==> src/charger_cfg_pkg.sv <==
// Register map, field positions and per-variant defaults of the charger register bank
package charger_cfg_pkg;
  localparam logic [7:0] ADDR_CTRL_MAIN = 8'h02;
  localparam logic [7:0] ADDR_CUR_SCALE = 8'h03;
  localparam logic [7:0] ADDR_TMR_SENS = 8'h04;
  localparam logic [7:0] ADDR_VOLT_TEMP = 8'h05;
  localparam logic [7:0] ADDR_STATE = 8'h06;

  // Writable bits of each register
  localparam logic [7:0] MASK_CTRL_MAIN = 8'hFF;
  localparam logic [7:0] MASK_CUR_SCALE = 8'hFC;
  localparam logic [7:0] MASK_TMR_SENS = 8'hEE;
  localparam logic [7:0] MASK_VOLT_TEMP = 8'hFE;

  // Product variants
  localparam int VARIANT_BASE = 0;
  localparam int VARIANT_LOW_CUR = 1;
  localparam int VARIANT_LOW_IN = 2;
  localparam int VARIANT_EXT = 3;

  // Values after reset or supply lockout
  localparam logic [7:0] DEF_CTRL_MAIN_BASE = 8'h6F;
  localparam logic [7:0] DEF_CTRL_MAIN_LOW_IN = 8'h4F;
  localparam logic [7:0] DEF_CTRL_MAIN_EXT = 8'hAF;
  localparam logic [7:0] DEF_CUR_SCALE_BASE = 8'h54;
  localparam logic [7:0] DEF_CUR_SCALE_EXT = 8'h77;
  localparam logic [7:0] DEF_TMR_SENS = 8'h4C;
  localparam logic [7:0] DEF_VOLT_TEMP = 8'h40;

  // Field positions
  localparam int POS_SYS_SEL = 6;
  localparam int POS_LIMIT_SEL = 4;
  localparam int POS_THERMAL = 3;
  localparam int POS_ADAPT_TMR = 2;
  localparam int POS_TERM_EN = 1;
  localparam int POS_CHG_EN = 0;
  localparam int POS_PRE_FACTOR = 6;
  localparam int POS_FAST_SCALE = 4;
  localparam int POS_TERM_FACTOR = 2;
  localparam int POS_SAFETY_TMR = 6;
  localparam int POS_PRECHARGE_TIMER_SELECT = 5;
  localparam int POS_THERMISTOR = 3;
  localparam int POS_PATH_THR = 2;
  localparam int POS_CMP_EN = 1;
  localparam int POS_CHG_VOLT = 5;
  localparam int POS_TEMP_OFS = 3;
  localparam int POS_TRIP = 1;
  localparam int POS_CMP_OUT = 0;

  // Codes with special meaning
  localparam logic [1:0] SYS_TRACK_BAT = 2'b00;
  localparam logic [1:0] LIMIT_100_DYNAMIC_PATH_MANAGEMENT = 2'b00;
  localparam logic [1:0] LIMIT_500_DYNAMIC_PATH_MANAGEMENT = 2'b01;
  localparam logic [1:0] LIMIT_SUSPEND = 2'b11;
endpackage : charger_cfg_pkg

==> src/charger_config_status_regs.sv <==
// Charger configuration and state register bank behind the serial register port
// How it works
// [RL1] SYS select: 00 tracks battery and forces path threshold high; 01/10/11 fixed.
// [RL2] Input limit codes 00/01 use input DYNAMIC_PATH_MANAGEMENT; 10 is 500 mA without it.
// [RL3] Input limit code 11 puts the charger into USB suspend standby.
// [RL4] Thermal regulation bit enables current reduction above die limit.
// [RL5] Adaptive timer bit slows safety timer while current is being limited.
// [RL6] Termination bit clear means charging never terminates.
// [RL7] Charger enable bit turns the charger off at zero, on at one.
// [RL8] Precharge factor picks 5 to 20 percent of scaled current.
// [RL9] Fast-charge scale picks 25 to 100 percent, timer scales inversely.
// [RL10] Termination factor picks 5 to 20 percent of scaled current.
// [RL11] Safety timer field picks 4, 5, 6 or 8 hours.
// [RL12] Precharge timer bit picks 30 or 60 minutes.
// [RL13] Thermistor bit picks 100k low bias or 10k high bias sensor.
// [RL14] Path threshold bit picks battery plus 100 mV or fixed 4.3 V.
// [RL15] Comparator enable clear disables the cell comparator and its interrupt.
// [RL16] Charge voltage field picks 4.15 V to 4.325 V in 25 mV steps.
// [RL17] Temperature offset shifts the cold/hot window in 5 degree steps.
// [RL18] Trip level field picks 2.2 V to 2.5 V comparator threshold.
// [RL19] Comparator bit reads one when below trip or comparator disabled.
// [RL20] State register shows eight live charger state flags.
// [RL21] Writable fields reload defaults on lockout or reset; unused bits read-only.
// [RL22] Reads of unmapped addresses return zero.
// [RL23] Defaults are restored while the supply lockout is asserted.
// [RL24] Variant defaults are chosen by a build-time parameter.
`timescale 1ns/1ps
module charger_config_status_regs #(
  parameter int VARIANT = charger_cfg_pkg::VARIANT_BASE
) (
  input wire logic clk,
  input wire logic arst_n,
  input wire logic supply_lockout,
  input wire logic [7:0] reg_addr,
  input wire logic [7:0] reg_wdata,
  input wire logic reg_wr,
  input wire logic reg_rd,
  output logic [7:0] reg_rdata,
  output logic reg_rvalid,
  input wire logic [7:0] charger_state,
  input wire logic cell_below_trip,
  output logic [1:0] sys_rail_select,
  output logic sys_track_battery,
  output logic [1:0] input_limit_select,
  output logic input_dynamic_path_management_enable,
  output logic usb_suspend,
  output logic thermal_regulation_enable,
  output logic adaptive_timer_enable,
  output logic termination_enable,
  output logic charger_enable,
  output logic [1:0] precharge_factor,
  output logic [1:0] fastcharge_scale,
  output logic [1:0] termination_factor,
  output logic [1:0] safety_timer_select,
  output logic precharge_timer_select,
  output logic thermistor_type,
  output logic power_path_threshold_select,
  output logic cell_comparator_enable,
  output logic [2:0] charge_voltage_select,
  output logic [1:0] temp_window_offset,
  output logic [1:0] cell_trip_level
);
  // Variant default selection
  localparam logic [7:0] DEF_CTRL = (VARIANT == charger_cfg_pkg::VARIANT_EXT) ? charger_cfg_pkg::DEF_CTRL_MAIN_EXT :
    (VARIANT == charger_cfg_pkg::VARIANT_LOW_IN) ? charger_cfg_pkg::DEF_CTRL_MAIN_LOW_IN :
    charger_cfg_pkg::DEF_CTRL_MAIN_BASE; // RL24
  localparam logic [7:0] DEF_SCALE = (VARIANT == charger_cfg_pkg::VARIANT_EXT) ? charger_cfg_pkg::DEF_CUR_SCALE_EXT :
    charger_cfg_pkg::DEF_CUR_SCALE_BASE; // RL24
  localparam logic [7:0] RO_SCALE = DEF_SCALE & ~charger_cfg_pkg::MASK_CUR_SCALE;

  logic rst_meta_r;
  logic rst_n_r;
  logic lock_meta_r;
  logic lock_r;
  logic cmp_meta_r;
  logic cmp_r;
  logic [7:0] ctrl_r;
  logic [7:0] scale_r;
  logic [7:0] tmr_r;
  logic [7:0] volt_r;
  logic suspend_r;
  logic dynamic_path_management_r;
  logic track_r;
  logic path_thr_r;
  logic [7:0] rdata_r;
  logic rvalid_r;

  // Reset release through two flops
  always_ff @(posedge clk or negedge arst_n) begin
    if (!arst_n) begin
      rst_meta_r <= 1'b0;
      rst_n_r <= 1'b0;
    end else begin
      rst_meta_r <= 1'b1;
      rst_n_r <= rst_meta_r;
    end
  end

  // Pin inputs synchronised
  always_ff @(posedge clk or negedge rst_n_r) begin
    if (!rst_n_r) begin
      lock_meta_r <= 1'b1;
      lock_r <= 1'b1;
      cmp_meta_r <= 1'b0;
      cmp_r <= 1'b0;
    end else begin
      lock_meta_r <= supply_lockout;
      lock_r <= lock_meta_r;
      cmp_meta_r <= cell_below_trip;
      cmp_r <= cmp_meta_r;
    end
  end

  // Write decode
  wire wr_ok = reg_wr && !lock_r;
  wire wr_ctrl = wr_ok && (reg_addr == charger_cfg_pkg::ADDR_CTRL_MAIN);
  wire wr_scale = wr_ok && (reg_addr == charger_cfg_pkg::ADDR_CUR_SCALE);
  wire wr_tmr = wr_ok && (reg_addr == charger_cfg_pkg::ADDR_TMR_SENS);
  wire wr_volt = wr_ok && (reg_addr == charger_cfg_pkg::ADDR_VOLT_TEMP);

  wire [7:0] ctrl_nxt = lock_r ? DEF_CTRL : (wr_ctrl ? reg_wdata : ctrl_r); // RL21 RL23
  wire [7:0] scale_nxt = lock_r ? DEF_SCALE :
    (wr_scale ? ((reg_wdata & charger_cfg_pkg::MASK_CUR_SCALE) | RO_SCALE) : scale_r); // RL21 RL23
  wire [7:0] tmr_nxt = lock_r ? charger_cfg_pkg::DEF_TMR_SENS :
    (wr_tmr ? (reg_wdata & charger_cfg_pkg::MASK_TMR_SENS) : tmr_r); // RL21 RL23
  wire [7:0] volt_nxt = lock_r ? charger_cfg_pkg::DEF_VOLT_TEMP :
    (wr_volt ? (reg_wdata & charger_cfg_pkg::MASK_VOLT_TEMP) : volt_r); // RL21 RL23

  always_ff @(posedge clk or negedge rst_n_r) begin
    if (!rst_n_r) begin
      ctrl_r <= DEF_CTRL; // RL21
      scale_r <= DEF_SCALE;
      tmr_r <= charger_cfg_pkg::DEF_TMR_SENS;
      volt_r <= charger_cfg_pkg::DEF_VOLT_TEMP;
    end else begin
      ctrl_r <= ctrl_nxt;
      scale_r <= scale_nxt;
      tmr_r <= tmr_nxt;
      volt_r <= volt_nxt;
    end
  end

  // Derived controls
  wire [1:0] sys_nxt = ctrl_nxt[charger_cfg_pkg::POS_SYS_SEL +: 2];
  wire [1:0] lim_nxt = ctrl_nxt[charger_cfg_pkg::POS_LIMIT_SEL +: 2];
  wire track_nxt = (sys_nxt == charger_cfg_pkg::SYS_TRACK_BAT); // RL1
  wire suspend_nxt = (lim_nxt == charger_cfg_pkg::LIMIT_SUSPEND); // RL3
  wire dynamic_path_management_nxt = (lim_nxt == charger_cfg_pkg::LIMIT_100_DYNAMIC_PATH_MANAGEMENT) || (lim_nxt == charger_cfg_pkg::LIMIT_500_DYNAMIC_PATH_MANAGEMENT); // RL2
  wire path_thr_nxt = tmr_nxt[charger_cfg_pkg::POS_PATH_THR] || track_nxt; // RL1 RL14

  always_ff @(posedge clk or negedge rst_n_r) begin
    if (!rst_n_r) begin
      suspend_r <= 1'b0;
      dynamic_path_management_r <= 1'b0;
      track_r <= 1'b0;
      path_thr_r <= 1'b1;
    end else begin
      suspend_r <= suspend_nxt;
      dynamic_path_management_r <= dynamic_path_management_nxt;
      track_r <= track_nxt;
      path_thr_r <= path_thr_nxt;
    end
  end

  // Read decode
  wire cmp_en = tmr_r[charger_cfg_pkg::POS_CMP_EN];
  wire cmp_bit = !tmr_r[charger_cfg_pkg::POS_CMP_EN] || cmp_r; // RL19 RL15
  wire [7:0] rd_mux =
    (reg_addr == charger_cfg_pkg::ADDR_CTRL_MAIN) ? ctrl_r :
    (reg_addr == charger_cfg_pkg::ADDR_CUR_SCALE) ? scale_r :
    (reg_addr == charger_cfg_pkg::ADDR_TMR_SENS) ? tmr_r :
    (reg_addr == charger_cfg_pkg::ADDR_VOLT_TEMP) ? {volt_r[7:1], cmp_bit} :
    (reg_addr == charger_cfg_pkg::ADDR_STATE) ? charger_state : // RL20
    8'h00; // RL22

  always_ff @(posedge clk or negedge rst_n_r) begin
    if (!rst_n_r) begin
      rdata_r <= 8'h00;
      rvalid_r <= 1'b0;
    end else begin
      rvalid_r <= reg_rd;
      if (reg_rd) begin
        rdata_r <= rd_mux;
      end
    end
  end

  assign reg_rdata = rdata_r;
  assign reg_rvalid = rvalid_r;
  assign sys_rail_select = ctrl_r[charger_cfg_pkg::POS_SYS_SEL +: 2]; // RL1
  assign sys_track_battery = track_r;
  assign input_limit_select = ctrl_r[charger_cfg_pkg::POS_LIMIT_SEL +: 2]; // RL2
  assign input_dynamic_path_management_enable = dynamic_path_management_r;
  assign usb_suspend = suspend_r;
  assign thermal_regulation_enable = ctrl_r[charger_cfg_pkg::POS_THERMAL]; // RL4
  assign adaptive_timer_enable = ctrl_r[charger_cfg_pkg::POS_ADAPT_TMR]; // RL5
  assign termination_enable = ctrl_r[charger_cfg_pkg::POS_TERM_EN]; // RL6
  assign charger_enable = ctrl_r[charger_cfg_pkg::POS_CHG_EN]; // RL7
  assign precharge_factor = scale_r[charger_cfg_pkg::POS_PRE_FACTOR +: 2]; // RL8
  assign fastcharge_scale = scale_r[charger_cfg_pkg::POS_FAST_SCALE +: 2]; // RL9
  assign termination_factor = scale_r[charger_cfg_pkg::POS_TERM_FACTOR +: 2]; // RL10
  assign safety_timer_select = tmr_r[charger_cfg_pkg::POS_SAFETY_TMR +: 2]; // RL11
  assign precharge_timer_select = tmr_r[charger_cfg_pkg::POS_PRECHARGE_TIMER_SELECT]; // RL12
  assign thermistor_type = tmr_r[charger_cfg_pkg::POS_THERMISTOR]; // RL13
  assign power_path_threshold_select = path_thr_r; // RL14
  assign cell_comparator_enable = tmr_r[charger_cfg_pkg::POS_CMP_EN]; // RL15
  assign charge_voltage_select = volt_r[charger_cfg_pkg::POS_CHG_VOLT +: 3]; // RL16
  assign temp_window_offset = volt_r[charger_cfg_pkg::POS_TEMP_OFS +: 2]; // RL17
  assign cell_trip_level = volt_r[charger_cfg_pkg::POS_TRIP +: 2]; // RL18

  // Checks
  property p_unmapped_zero;
    @(posedge clk) disable iff (!rst_n_r)
    reg_rd && (reg_addr > charger_cfg_pkg::ADDR_STATE || reg_addr < charger_cfg_pkg::ADDR_CTRL_MAIN)
      |=> reg_rvalid && reg_rdata == 8'h00;
  endproperty
  a_unmapped_zero: assert property (p_unmapped_zero) else $error("unmapped read not zero"); // RL22

  property p_ctrl_write;
    @(posedge clk) disable iff (!rst_n_r)
    reg_wr && !lock_r && reg_addr == charger_cfg_pkg::ADDR_CTRL_MAIN |=> charger_enable == $past(reg_wdata[0]);
  endproperty
  a_ctrl_write: assert property (p_ctrl_write) else $error("charger enable not written"); // RL7

  property p_lock_defaults;
    @(posedge clk) disable iff (!rst_n_r)
    lock_r |=> ctrl_r == DEF_CTRL && scale_r == DEF_SCALE &&
      tmr_r == charger_cfg_pkg::DEF_TMR_SENS && volt_r == charger_cfg_pkg::DEF_VOLT_TEMP;
  endproperty
  a_lock_defaults: assert property (p_lock_defaults) else $error("defaults not restored"); // RL23

  property p_suspend;
    @(posedge clk) disable iff (!rst_n_r)
    input_limit_select == charger_cfg_pkg::LIMIT_SUSPEND |-> usb_suspend && !input_dynamic_path_management_enable;
  endproperty
  a_suspend: assert property (p_suspend) else $error("suspend not entered"); // RL3

  property p_track_forces;
    @(posedge clk) disable iff (!rst_n_r)
    sys_rail_select == charger_cfg_pkg::SYS_TRACK_BAT |-> power_path_threshold_select && sys_track_battery;
  endproperty
  a_track_forces: assert property (p_track_forces) else $error("tracking did not force threshold"); // RL1

  property p_cmp_disabled;
    @(posedge clk) disable iff (!rst_n_r)
    reg_rd && reg_addr == charger_cfg_pkg::ADDR_VOLT_TEMP && !cell_comparator_enable |=> reg_rdata[0];
  endproperty
  a_cmp_disabled: assert property (p_cmp_disabled) else $error("comparator bit low while disabled"); // RL19

  property p_ro_bits;
    @(posedge clk) disable iff (!rst_n_r)
    reg_rd && reg_addr == charger_cfg_pkg::ADDR_TMR_SENS |=> reg_rdata[4] == 1'b0 && reg_rdata[0] == 1'b0;
  endproperty
  a_ro_bits: assert property (p_ro_bits) else $error("read-only bits not zero"); // RL21

  property p_state_read;
    @(posedge clk) disable iff (!rst_n_r)
    reg_rd && reg_addr == charger_cfg_pkg::ADDR_STATE |=> reg_rdata == $past(charger_state);
  endproperty
  a_state_read: assert property (p_state_read) else $error("state read mismatch"); // RL20

  property p_dynamic_path_management_code;
    @(posedge clk) disable iff (!rst_n_r)
    input_limit_select == charger_cfg_pkg::LIMIT_500_DYNAMIC_PATH_MANAGEMENT |-> input_dynamic_path_management_enable;
  endproperty
  a_dynamic_path_management_code: assert property (p_dynamic_path_management_code) else $error("input dynamic_path_management missing"); // RL2

  property p_scale_ro;
    @(posedge clk) disable iff (!rst_n_r)
    reg_rd && reg_addr == charger_cfg_pkg::ADDR_CUR_SCALE |=> reg_rdata[1:0] == RO_SCALE[1:0];
  endproperty
  a_scale_ro: assert property (p_scale_ro) else $error("scale read-only bits changed"); // RL21

  property p_scale_write;
    @(posedge clk) disable iff (!rst_n_r)
    reg_wr && !lock_r && reg_addr == charger_cfg_pkg::ADDR_CUR_SCALE |=> fastcharge_scale == $past(reg_wdata[5:4]);
  endproperty
  a_scale_write: assert property (p_scale_write) else $error("fast-charge scale not written"); // RL9

  property p_cmp_live;
    @(posedge clk) disable iff (!rst_n_r)
    reg_rd && reg_addr == charger_cfg_pkg::ADDR_VOLT_TEMP && cell_comparator_enable |=> reg_rdata[0] == $past(cmp_r);
  endproperty
  a_cmp_live: assert property (p_cmp_live) else $error("comparator bit not live"); // RL19

  property p_cov_suspend;
    @(posedge clk) disable iff (!rst_n_r) $rose(usb_suspend);
  endproperty
  c_cov_suspend: cover property (p_cov_suspend);

  property p_cov_lock;
    @(posedge clk) disable iff (!rst_n_r) lock_r ##1 !lock_r ##[1:20] reg_wr;
  endproperty
  c_cov_lock: cover property (p_cov_lock);

  property p_cov_cmp;
    @(posedge clk) disable iff (!rst_n_r) reg_rvalid && cmp_en && !cmp_bit;
  endproperty
  c_cov_cmp: cover property (p_cov_cmp);

  property p_cov_track;
    @(posedge clk) disable iff (!rst_n_r) $rose(sys_track_battery);
  endproperty
  c_cov_track: cover property (p_cov_track);

  property p_cov_state;
    @(posedge clk) disable iff (!rst_n_r) reg_rd && reg_addr == charger_cfg_pkg::ADDR_STATE ##1 reg_rvalid;
  endproperty
  c_cov_state: cover property (p_cov_state);
endmodule : charger_config_status_regs

==> config.mk <==
export PLATFORM = sky130hd
export DESIGN_NAME = charger_config_status_regs
export DESIGN_NICKNAME = d
export VERILOG_FILES = /design/src/charger_cfg_pkg.sv /design/src/charger_config_status_regs.sv
export SDC_FILE = /design/constraint.sdc
export NUM_CORES = 1
export LEC_CHECK = 0
export BUFFER_PORTS_ARGS = -buffer_cell sky130_fd_sc_hd__buf_2
export CAP_MARGIN = 20
export CORE_AREA = 2 2 66 84
export CTS_BUF_LIST = sky130_fd_sc_hd__clkbuf_8
export CTS_CLUSTER_DIAMETER = 150
export DETAILED_ROUTE_END_ITERATION = 12
export DIE_AREA = 0 0 68 86
export PLACE_DENSITY = 0.73
export REMOVE_ABC_BUFFERS = 1
export SLEW_MARGIN = 10
export SYNTH_ARGS = -nofsm -noshare
export SYNTH_HDL_FRONTEND = slang
export SYNTH_SLANG_ARGS = --single-unit
==> constraint.sdc <==
create_clock -name clk -period 1.4 [get_ports clk]
set_clock_uncertainty 0.15 [all_clocks]
set_input_delay 0.21 -clock clk [delete_from_list [all_inputs] [get_ports clk]]
set_output_delay 0.21 -clock clk [all_outputs]
set_load 0.05 [all_outputs]
==> results.py, run 1 <==
metrics = {
    "grt": {
        "grt_max_degree": 45,
        "antenna_found_initial": 0,
        "grt_overflow_total": 0,
        "grt_pass1_wl_mm": 9.46,
        "grtUsageTotal_pct": 22.0,
        "grt_pass1_vias": 1953,
    },
    "drt": {
        "drt_iter0_drc": 140,
        "ant_nets": 0,
        "dr_total_vias": 2004,
        "totalWireLength_mm": 6.00,
        "drc_errors": 0,
        "routed_via_density": 5.40,
        "wire_per_inst_um": 16.2,
        "dr.pass1.iters": 5,
    },
    "yosys": {
        "synth_edf_count": 0,
        "yosysMostFrequentCell": "dfrtp_1",
        "seq_area_frac_synth_pct": 52.9,
        "synth_area_sq_um": 2210,
        "yosys-top-cells-area": "dfrtp_1, dfstp_2, mux2i_1",
        "synthAdderAreaFrac_pct": 0,
        "synthFlopType": "dfrtp_1",
        "synth_top_family_by_area": "simple AND/OR/NAND/NOR gates",
        "synthXorXnorAreaFrac_pct": 0,
        "ys_types": 38,
        "netlist_instances": 209,
        "ys_top_cells_by_count": "dfrtp_1, nor2_1, inv_1",
        "syn_area_per_cell_sq_um": 10.6,
        "muxShareOfSynthArea_pct": 7.52,
        "synthSimpleGateAreaFrac_pct": 18.0,
        "synthDominantCellAreaShare_pct": 33.9,
        "async_flop_share_pct": 100,
        "synth-seq-cells": 46,
        "yosys_warnings": 0,
        "synth-compound-area-share_pct": 14.5,
        "yosysTopAreaCell": "dfrtp_1",
    },
    "critical_path": {
        "cp_max_fo": 6,
        "critPathArrivalTime_ns": 1.47,
        "crit_family": "flip-flops",
        "start_kind": "flop",
        "worstPathRequired_ns": 1.44,
        "crit_chain": "nor2b_4 > buf_6 > nand3_4 > buf_6 > nor2_4 > a21o_1",
        "slowest_delay_ns": 0.58,
        "cp-end-kind": "flop",
        "path_common_cell": "buf_6",
        "crit_type": "reg2reg",
        "crit_path_top_delay_cell": "dfstp_2",
        "cp_num_buf_inv": 2,
    },
    "status": {
        "violations": "negative setup slack",
        "run_status": "finished with violations",
    },
    "timing": {
        "slew_viol_final": 0,
        "hold_viol_final": 0,
        "fin_crit_sh_pct": 102,
        "fin_hold_ws_ns": 0.0138,
        "finalSetupViolations": 8,
        "fmax_ghz": 0.704,
        "fin_crit_ns": 1.42,
        "timing.final.ws_setup_ns": -0.0214,
        "rsz0062_at_grt": "true",
    },
    "placed_design": {
        "place_inst": 355,
        "dp_hpwl_mm": 4.23,
        "gp_congestion": 0.799,
        "port_buffers": 68,
    },
    "die": {
        "die_x_um": 68,
        "ios": 69,
        "core_area_sq_um": 5010,
        "dieArea_sq_um": 5850,
        "floorplan.rows": 29,
        "start_util_pct": 44.2,
        "die_h_um": 86,
    },
    "min_path": {
        "hold_class": "in2reg",
    },
    "power": {
        "power.leakage_nw": 1.60,
        "vdd_drop_max_v": 0.000554,
        "powerDensity_nw_per_um2": 813,
    },
    "clock_tree": {
        "clockBufferDepth": 2,
        "clk_pin_slew_worst_paths_ns": 0.08,
        "clockRootBuffer": "clkbuf_8",
        "numCtsBuffers": 5,
        "cts_sinks": 46,
        "insertion_delay_ns": 0.30,
        "cts_tree": "done",
        "htreeDepth": 2,
    },
    "cells_and_area": {
        "final_cell_count_no_fill": 371,
        "final_layout_size_suffix_gt1_share_pct": 48.2,
        "fill_cells": 423,
        "area_growth_pct": 45.8,
        "antennaDiodeCount": 0,
        "fin_nets": 338,
    },
    "run": {
        "max_cap_viol_count": 0,
    },
}
placed cells by master, fill, tap and decap left out, drive strengths merged, types with 5 or more instances in the layout:
cell type and instances:
mux2 5, mux2i 11, o21ai 11, nand3b 5, o221ai 10, a21oi 10
dfrtp 30, inv 21, nand3 8, a211o 6, nor2b 17, nor2 22
dfstp 16, buf 102, clkbuf 6
cells by family after synthesis:
logic type	after synthesis
AO/OA/AOI/OAI	47
AND/OR/NAND/NOR	65
flip-flops	46
multiplexers	16
buffers and inverters	34
other	1
sequential cells by signal, summed over array words and instances, names as in the netlist:
signal                                cells
ctrl_r                                    8
reg_rdata                                 8
volt_r                                    7
scale_r                                   6
tmr_r                                     6
cmp_meta_r                                1
cmp_r                                     1
input_dynamic_path_management_enable      1
lock_meta_r                               1
lock_r                                    1
power_path_threshold_select               1
reg_rvalid                                1
rst_meta_r                                1
rst_n_r                                   1
sys_track_battery                         1
usb_suspend                               1
worst reg2reg max path: stages, from the launching register on:
cell and delay (ns):
dfstp_2 0.58, nor2b_4 0.06, buf_6 0.12, nand3_4 0.08, buf_6 0.14, nor2_4 0.04
a21o_1 0.15
power by group:
part,internal [mW],switching (mW)
sequential,1.35,0.00867
combinational,0.124,0.170
clock,0.525,0.448
total,2.00,0.626
timing repair:
item                                   4_1_cts  5_1_grt
setup endpoints to repair                   35       43
setup buffers                                1        3
pin swaps                                    0        6
endpoints found under the hold margin        4        0
hold buffers                                 3        0
cloned                                       1        0
gates resized for setup                     39       26
metrics by stage:
step / utilization (%) / worst slack, ns / setup TNS [ns] / total power, mW / area, sq um
after global placement: 55.9 / -0.317 / -8.41 / 1.64 / 2800
after CTS: 61.7 / -0.0325 / -0.107 / 2.63 / 3090
after global routing: 64.4 / -0.0737 / -0.911 / 2.73 / 3230
after floorplan: - / -1.20 / -42.10 / 1.49 / 2140
final: 64.4 / -0.0214 / -0.0616 / 2.62 / 3230
after detailed placement: 55.9 / -0.423 / -10.71 / 1.64 / 2800
path summary, 6_finish.rpt:
kind                               from                                    to  slack, ns  cells after the start
max                              lock_r  input_dynamic_path_management_enable      -0.02                      6
max reg2reg                      lock_r  input_dynamic_path_management_enable      -0.02                      6
max in group asynchronous       rst_n_r           power_path_threshold_select       0.74                      1
min                        reg_wdata[1]                             volt_r[1]       0.01                      2
min reg2reg                     rst_n_r                          reg_rdata[5]       0.09                      1
min in group asynchronous        arst_n                               rst_n_r       0.06                      2
per-layer routing:
metal	GRT usage (%)	vias up	routed length, um
met5	0	-	0
met4	7.64	0	106
met3	4.20	10	350
met2	35.3	73	3120
met1	29.3	988	2430
li1	-	933	-
cell type report:
cell class / instances / area (sq um) / area share [%]
tap: 62 / 77.6 / 2.40
clock inverter: 3 / 41.3 / 1.28
timing repair buffer: 106 / 803 / 24.9
multi-input combinational: 129 / 988 / 30.6
inverter: 20 / 75.1 / 2.33
sequential: 46 / 1170 / 36.3
clock buffer: 5 / 68.8 / 2.13
No activity file was read; power rests on OpenSTA's default activity.
==> run 2: changes to the inputs <==
--- a/config.mk
+++ b/config.mk
@@ -7,12 +7,12 @@
 export LEC_CHECK = 0
 export BUFFER_PORTS_ARGS = -buffer_cell sky130_fd_sc_hd__buf_2
 export CAP_MARGIN = 20
-export CORE_AREA = 2 2 66 84
+export CORE_AREA = 2 2 74 76
 export CTS_BUF_LIST = sky130_fd_sc_hd__clkbuf_8
 export CTS_CLUSTER_DIAMETER = 150
 export DETAILED_ROUTE_END_ITERATION = 12
-export DIE_AREA = 0 0 68 86
-export PLACE_DENSITY = 0.73
+export DIE_AREA = 0 0 76 78
+export PLACE_DENSITY = 0.72
 export REMOVE_ABC_BUFFERS = 1
 export SLEW_MARGIN = 10
 export SYNTH_ARGS = -nofsm -noshare
==> results.py, run 2 (same netlist as run 1, synthesis figures left out) <==
metrics = {
    "critical_path": {
        "regToRegSetupSlack_ns": 0.002,
        "rr_worst_depth": 5,
        "cp_max_fo": 6,
        "cp-end-kind": "flop",
        "critPathArrivalTime_ns": 1.48,
        "start_kind": "flop",
        "regToRegEndpoint": "volt_r[6]",
        "timing.rr.start": "lock_r",
        "crit_type": "reg2reg",
        "worstPathRequired_ns": 1.48,
    },
    "min_path": {
        "hold_class": "in2reg",
        "holdPathEnd": "tmr_r[1]",
        "hold_depth": 2,
        "min-delay-start": "reg_wdata[1]",
    },
    "clock_tree": {
        "clockBufferDepth": 2,
        "htreeDepth": 2,
        "clk_pin_slew_worst_paths_ns": 0.08,
        "cts_sinks": 46,
        "numCtsBuffers": 5,
        "insertion_delay_ns": 0.30,
        "clockRootBuffer": "clkbuf_8",
        "cts_tree": "done",
    },
    "timing": {
        "tns_ns": 0,
        "finalSetupViolations": 0,
        "rsz0062_at_grt": "true",
        "slew_viol_final": 0,
        "fin_crit_sh_pct": 99.9,
        "fin_crit_ns": 1.40,
        "fmax_ghz": 0.715,
        "hold_viol_final": 0,
    },
    "drt": {
        "dr_total_vias": 2002,
        "totalWireLength_mm": 6.36,
        "drc_errors": 0,
        "drt_iter0_drc": 96,
        "ant_nets": 0,
        "routed_via_density": 5.24,
        "dr.pass1.iters": 4,
        "wire_per_inst_um": 16.7,
    },
    "die": {
        "dieArea_sq_um": 5930,
        "ios": 69,
        "core_area_sq_um": 5040,
        "start_util_pct": 43.9,
        "die_h_um": 78,
        "die_x_um": 76,
        "floorplan.rows": 26,
    },
    "grt": {
        "grtUsageTotal_pct": 21.1,
        "grt_overflow_total": 0,
        "met1_usage_pct": 26.3,
        "antenna_found_initial": 0,
        "grt.met2_usage_pct": 35.6,
        "grt_pass1_wl_mm": 9.87,
        "grt_pass1_vias": 2070,
        "use_met3_pct": 5.93,
        "grt_max_degree": 44,
        "grt_busiest_layer": "met2",
    },
    "run": {
        "max_cap_viol_count": 0,
    },
    "cells_and_area": {
        "final_common_cell": "buf_2",
        "final_layout_size_suffix_gt1_share_pct": 48.4,
        "final_util_pct": 63.8,
        "area_growth_pct": 45.3,
        "antennaDiodeCount": 0,
        "fin_nets": 341,
        "final_cell_count_no_fill": 382,
        "final_cell_mix": "buf_2, buf_4, dfrtp_1",
    },
    "power": {
        "power.leakage_nw": 1.62,
        "total_power_mw": 2.48,
        "powerDensity_nw_per_um2": 772,
        "vdd_drop_max_v": 0.000597,
    },
    "placed_design": {
        "place_inst": 362,
        "dp_hpwl_mm": 4.15,
        "gp_congestion": 0.851,
        "port_buffers": 68,
    },
    "status": {
        "run_status": "completed",
    },
}
## run 2: cell count changes in the layout (fill, tap and decap cells not counted), moves of 3 or more
cell,change
buf_2,+4
buf_4,+3
buf_6,-3
mux2_1,-3
mux2_4,+3
o221ai_1,+3
o221ai_2,-3
## run 2: worst max path at each step
stage | start | end | slack (ns) | cells after the start
after floorplan | reg_addr[5] | usb_suspend | -1.20 | 3
after global placement | reg_addr[0] | reg_rdata[1] | -0.32 | 5
after detailed placement | reg_addr[5] | reg_rdata[2] | -0.35 | 5
after CTS | ctrl_r[5] | input_limit_select[1] | 0.002 | 1
after global routing | lock_r | volt_r[6] | -0.07 | 5
final | lock_r | volt_r[6] | 0.002 | 5
## run 2: stage by stage
step	cell area, sq um	hold slack [ns]	setup WS (ns)
2_1_floorplan	2140	-0.236	-1.20
3_3_place_gp	2800	-0.156	-0.315
3_5_place_dp	2800	-0.152	-0.348
4_1_cts	3060	0.00676	0.00222
5_1_grt	3220	0.0264	-0.0723
6_report	3220	0.0185	0.00167
## run 2: final cells by class
type | instances | area [sq um]
fill | 421 | 1830
sequential | 46 | 1170
multi-input combinational | 129 | 981
timing repair buffer | 109 | 810
tap | 70 | 87.6
clock buffer | 6 | 82.6
inverter | 20 | 75.1
clock inverter | 2 | 8.76
## run 2: what timing repair did
action	4_1_cts	5_1_grt
endpoints found under the setup margin	34	34
cloned	1	1
gates resized for setup	39	23
pin swaps	1	1
hold buffers	3	0
endpoints found under the hold margin	4	0
setup buffers	1	7
## run 2: metal layers
metal  wire length, um  up-vias
li1                  -      927
met1              2610      995
met2              3200       69
met3               446       11
met4               107        0
met5                 0        -
## run 2: where the power goes
part           total [mW]  internal, mW  switching [mW]
combinational       0.297         0.123           0.174
clock               0.829         0.391           0.437
sequential           1.36          1.35         0.00952
## run 2: worst max-delay path, cell delays in order, from the launching register on
cell and delay [ns]:
dfstp_2 0.41, nor2b_4 0.19, nand4_4 0.19, buf_4 0.21, nor2_1 0.11, a21oi_1 0.07
==> run 3: changes to the inputs <==
--- a/config.mk
+++ b/config.mk
@@ -12,6 +12,7 @@
 export CTS_CLUSTER_DIAMETER = 150
 export DETAILED_ROUTE_END_ITERATION = 12
 export DIE_AREA = 0 0 76 78
+export GPL_TIMING_DRIVEN = 0
 export PLACE_DENSITY = 0.72
 export REMOVE_ABC_BUFFERS = 1
 export SLEW_MARGIN = 10
==> constraint.sdc (replaced) <==
create_clock -name clk -period 1.2 [get_ports clk]
set_clock_uncertainty 0.15 [all_clocks]
set_input_delay 0.18 -clock clk [delete_from_list [all_inputs] [get_ports clk]]
set_output_delay 0.18 -clock clk [all_outputs]
set_load 0.05 [all_outputs]
==> results.py, run 3 (same netlist as run 1, synthesis figures left out) <==
metrics = {
    "grt": {
        "grtUsageTotal_pct": 22.0,
        "antenna_found_initial": 0,
        "grt_overflow_total": 0,
        "grt_max_degree": 32,
        "grt_pass1_vias": 2067,
        "grt_pass1_wl_mm": 10.3,
    },
    "cells_and_area": {
        "area_growth_pct": 67.3,
        "final_common_cell": "buf_4",
        "fin_nets": 356,
        "antennaDiodeCount": 0,
        "final_cell_mix": "buf_4, buf_6, dfrtp_1",
        "fill_cells": 326,
        "final_layout_size_suffix_gt1_share_pct": 51.4,
    },
    "die": {
        "die_h_um": 78,
        "ios": 69,
        "dieArea_sq_um": 5930,
        "floorplan.rows": 26,
        "core_area_sq_um": 5040,
        "start_util_pct": 43.9,
        "die_x_um": 76,
    },
    "critical_path": {
        "crit_path_top_delay_cell": "dfstp_4",
        "cp-end-kind": "flop",
        "rr_worst_depth": 5,
        "slowest_delay_ns": 0.49,
        "worstPathRequired_ns": 1.23,
        "start_kind": "flop",
        "endpoint": "volt_r[4]",
        "critPathArrivalTime_ns": 1.71,
        "regToRegSetupSlack_ns": -0.47,
        "regToRegEndpoint": "volt_r[4]",
        "crit_chain": "nor2b_4 > nand4_4 > buf_4 > nand3b_1 > o21ai_1",
        "timing.rr.start": "lock_r",
        "crit_type": "reg2reg",
        "critPathLaunch": "lock_r",
        "cp_num_buf_inv": 1,
        "cp_max_fo": 7,
        "critical_path_depth": 5,
        "crit_family": "simple AND/OR/NAND/NOR gates",
    },
    "timing": {
        "timing.final.ws_setup_ns": -0.470,
        "fin_crit_ns": 1.67,
        "fin_crit_sh_pct": 139,
        "fin_hold_ws_ns": 0.00843,
        "fmax_ghz": 0.599,
        "hold_viol_final": 0,
        "slew_viol_final": 0,
        "finalSetupViolations": 61,
        "tns_ns": -10.81,
        "rsz0062_at_grt": "true",
    },
    "clock_tree": {
        "insertion_delay_ns": 0.31,
        "clockRootBuffer": "clkbuf_8",
        "cts_tree": "done",
        "clockBufferDepth": 2,
        "cts_sinks": 46,
        "htreeDepth": 2,
        "clk_pin_slew_worst_paths_ns": 0.09,
        "numCtsBuffers": 5,
    },
    "power": {
        "power.leakage_nw": 1.76,
        "vdd_drop_max_v": 0.000653,
        "powerDensity_nw_per_um2": 810,
    },
    "placed_design": {
        "port_buffers": 68,
        "dp_hpwl_mm": 3.72,
        "gp_congestion": 0.781,
    },
    "drt": {
        "ant_nets": 0,
        "drt_iter0_drc": 173,
        "dr.pass1.iters": 4,
        "drc_errors": 0,
        "totalWireLength_mm": 7.09,
        "routed_via_density": 5.27,
        "wire_per_inst_um": 17.8,
        "dr_total_vias": 2092,
    },
    "min_path": {
        "hold_class": "reg2async",
    },
    "run": {
        "max_cap_viol_count": 0,
    },
    "status": {
        "run_status": "finished with violations",
        "violations": "negative setup slack",
    },
}
-- run 3: how the worst min path moves through the flow --
stage | from | end | slack [ns] | cells after the start
floorplan | arst_n | rst_meta_r | -0.27 | 0
finish | rst_n_r | input_dynamic_path_management_enable | 0.008 | 0
global route | arst_n | rst_n_r | 0.03 | 2
CTS | reg_wdata[7] | volt_r[7] | 0.01 | 3
detailed placement | arst_n | rst_meta_r | -0.18 | 1
global placement | arst_n | rst_meta_r | -0.18 | 1
-- run 3: layout make-up --
class | count | area [sq um] | share of cell area (%)
repair buffers | 123 | 1180 | 32.0
flip-flops and latches | 46 | 1180 | 31.8
multi-input cells | 130 | 1080 | 29.3
well taps | 70 | 87.6 | 2.37
clock buffers | 6 | 82.6 | 2.23
inverters | 20 | 75.1 | 2.03
clock inverters | 2 | 12.5 | 0.338
-- run 3: report_power, final --
group,internal (mW),switching (mW)
Sequential,1.57,0.0196
Clock,0.463,0.536
Combinational,0.184,0.222
Total,2.22,0.778
-- run 3: per-layer routing --
layer,share of wire (%),GRT usage [%],up-vias
met5,0,0,-
met4,1.1,6.55,0
met3,7.3,4.65,9
met2,50,37.8,92
met1,42,28.1,1026
li1,-,-,965
-- run 3: stage by stage --
step | area (sq um) | std cells | util [%] | worst slack (ns) | total power, mW
after floorplan | 2140 | 195 | - | -1.37 | 1.73
after global routing | 3700 | 397 | 73.4 | -0.475 | 3.11
after detailed placement | 2600 | 335 | 51.5 | -1.03 | 1.87
final | 3700 | 397 | 73.4 | -0.470 | 3.00
after global placement | 2560 | 333 | 50.9 | -2.13 | 1.86
after CTS | 3510 | 387 | 69.6 | -0.319 | 2.96
-- run 3: timing repair --
item | in CTS | in global routing
hold buffers | 9 | 0
gates cloned | 1 | 2
pin swaps | 14 | 10
resized for setup | 121 | 16
buffers inserted | 34 | 9
setup endpoints to repair | 78 | 77
endpoints found under the hold margin | 14 | 0
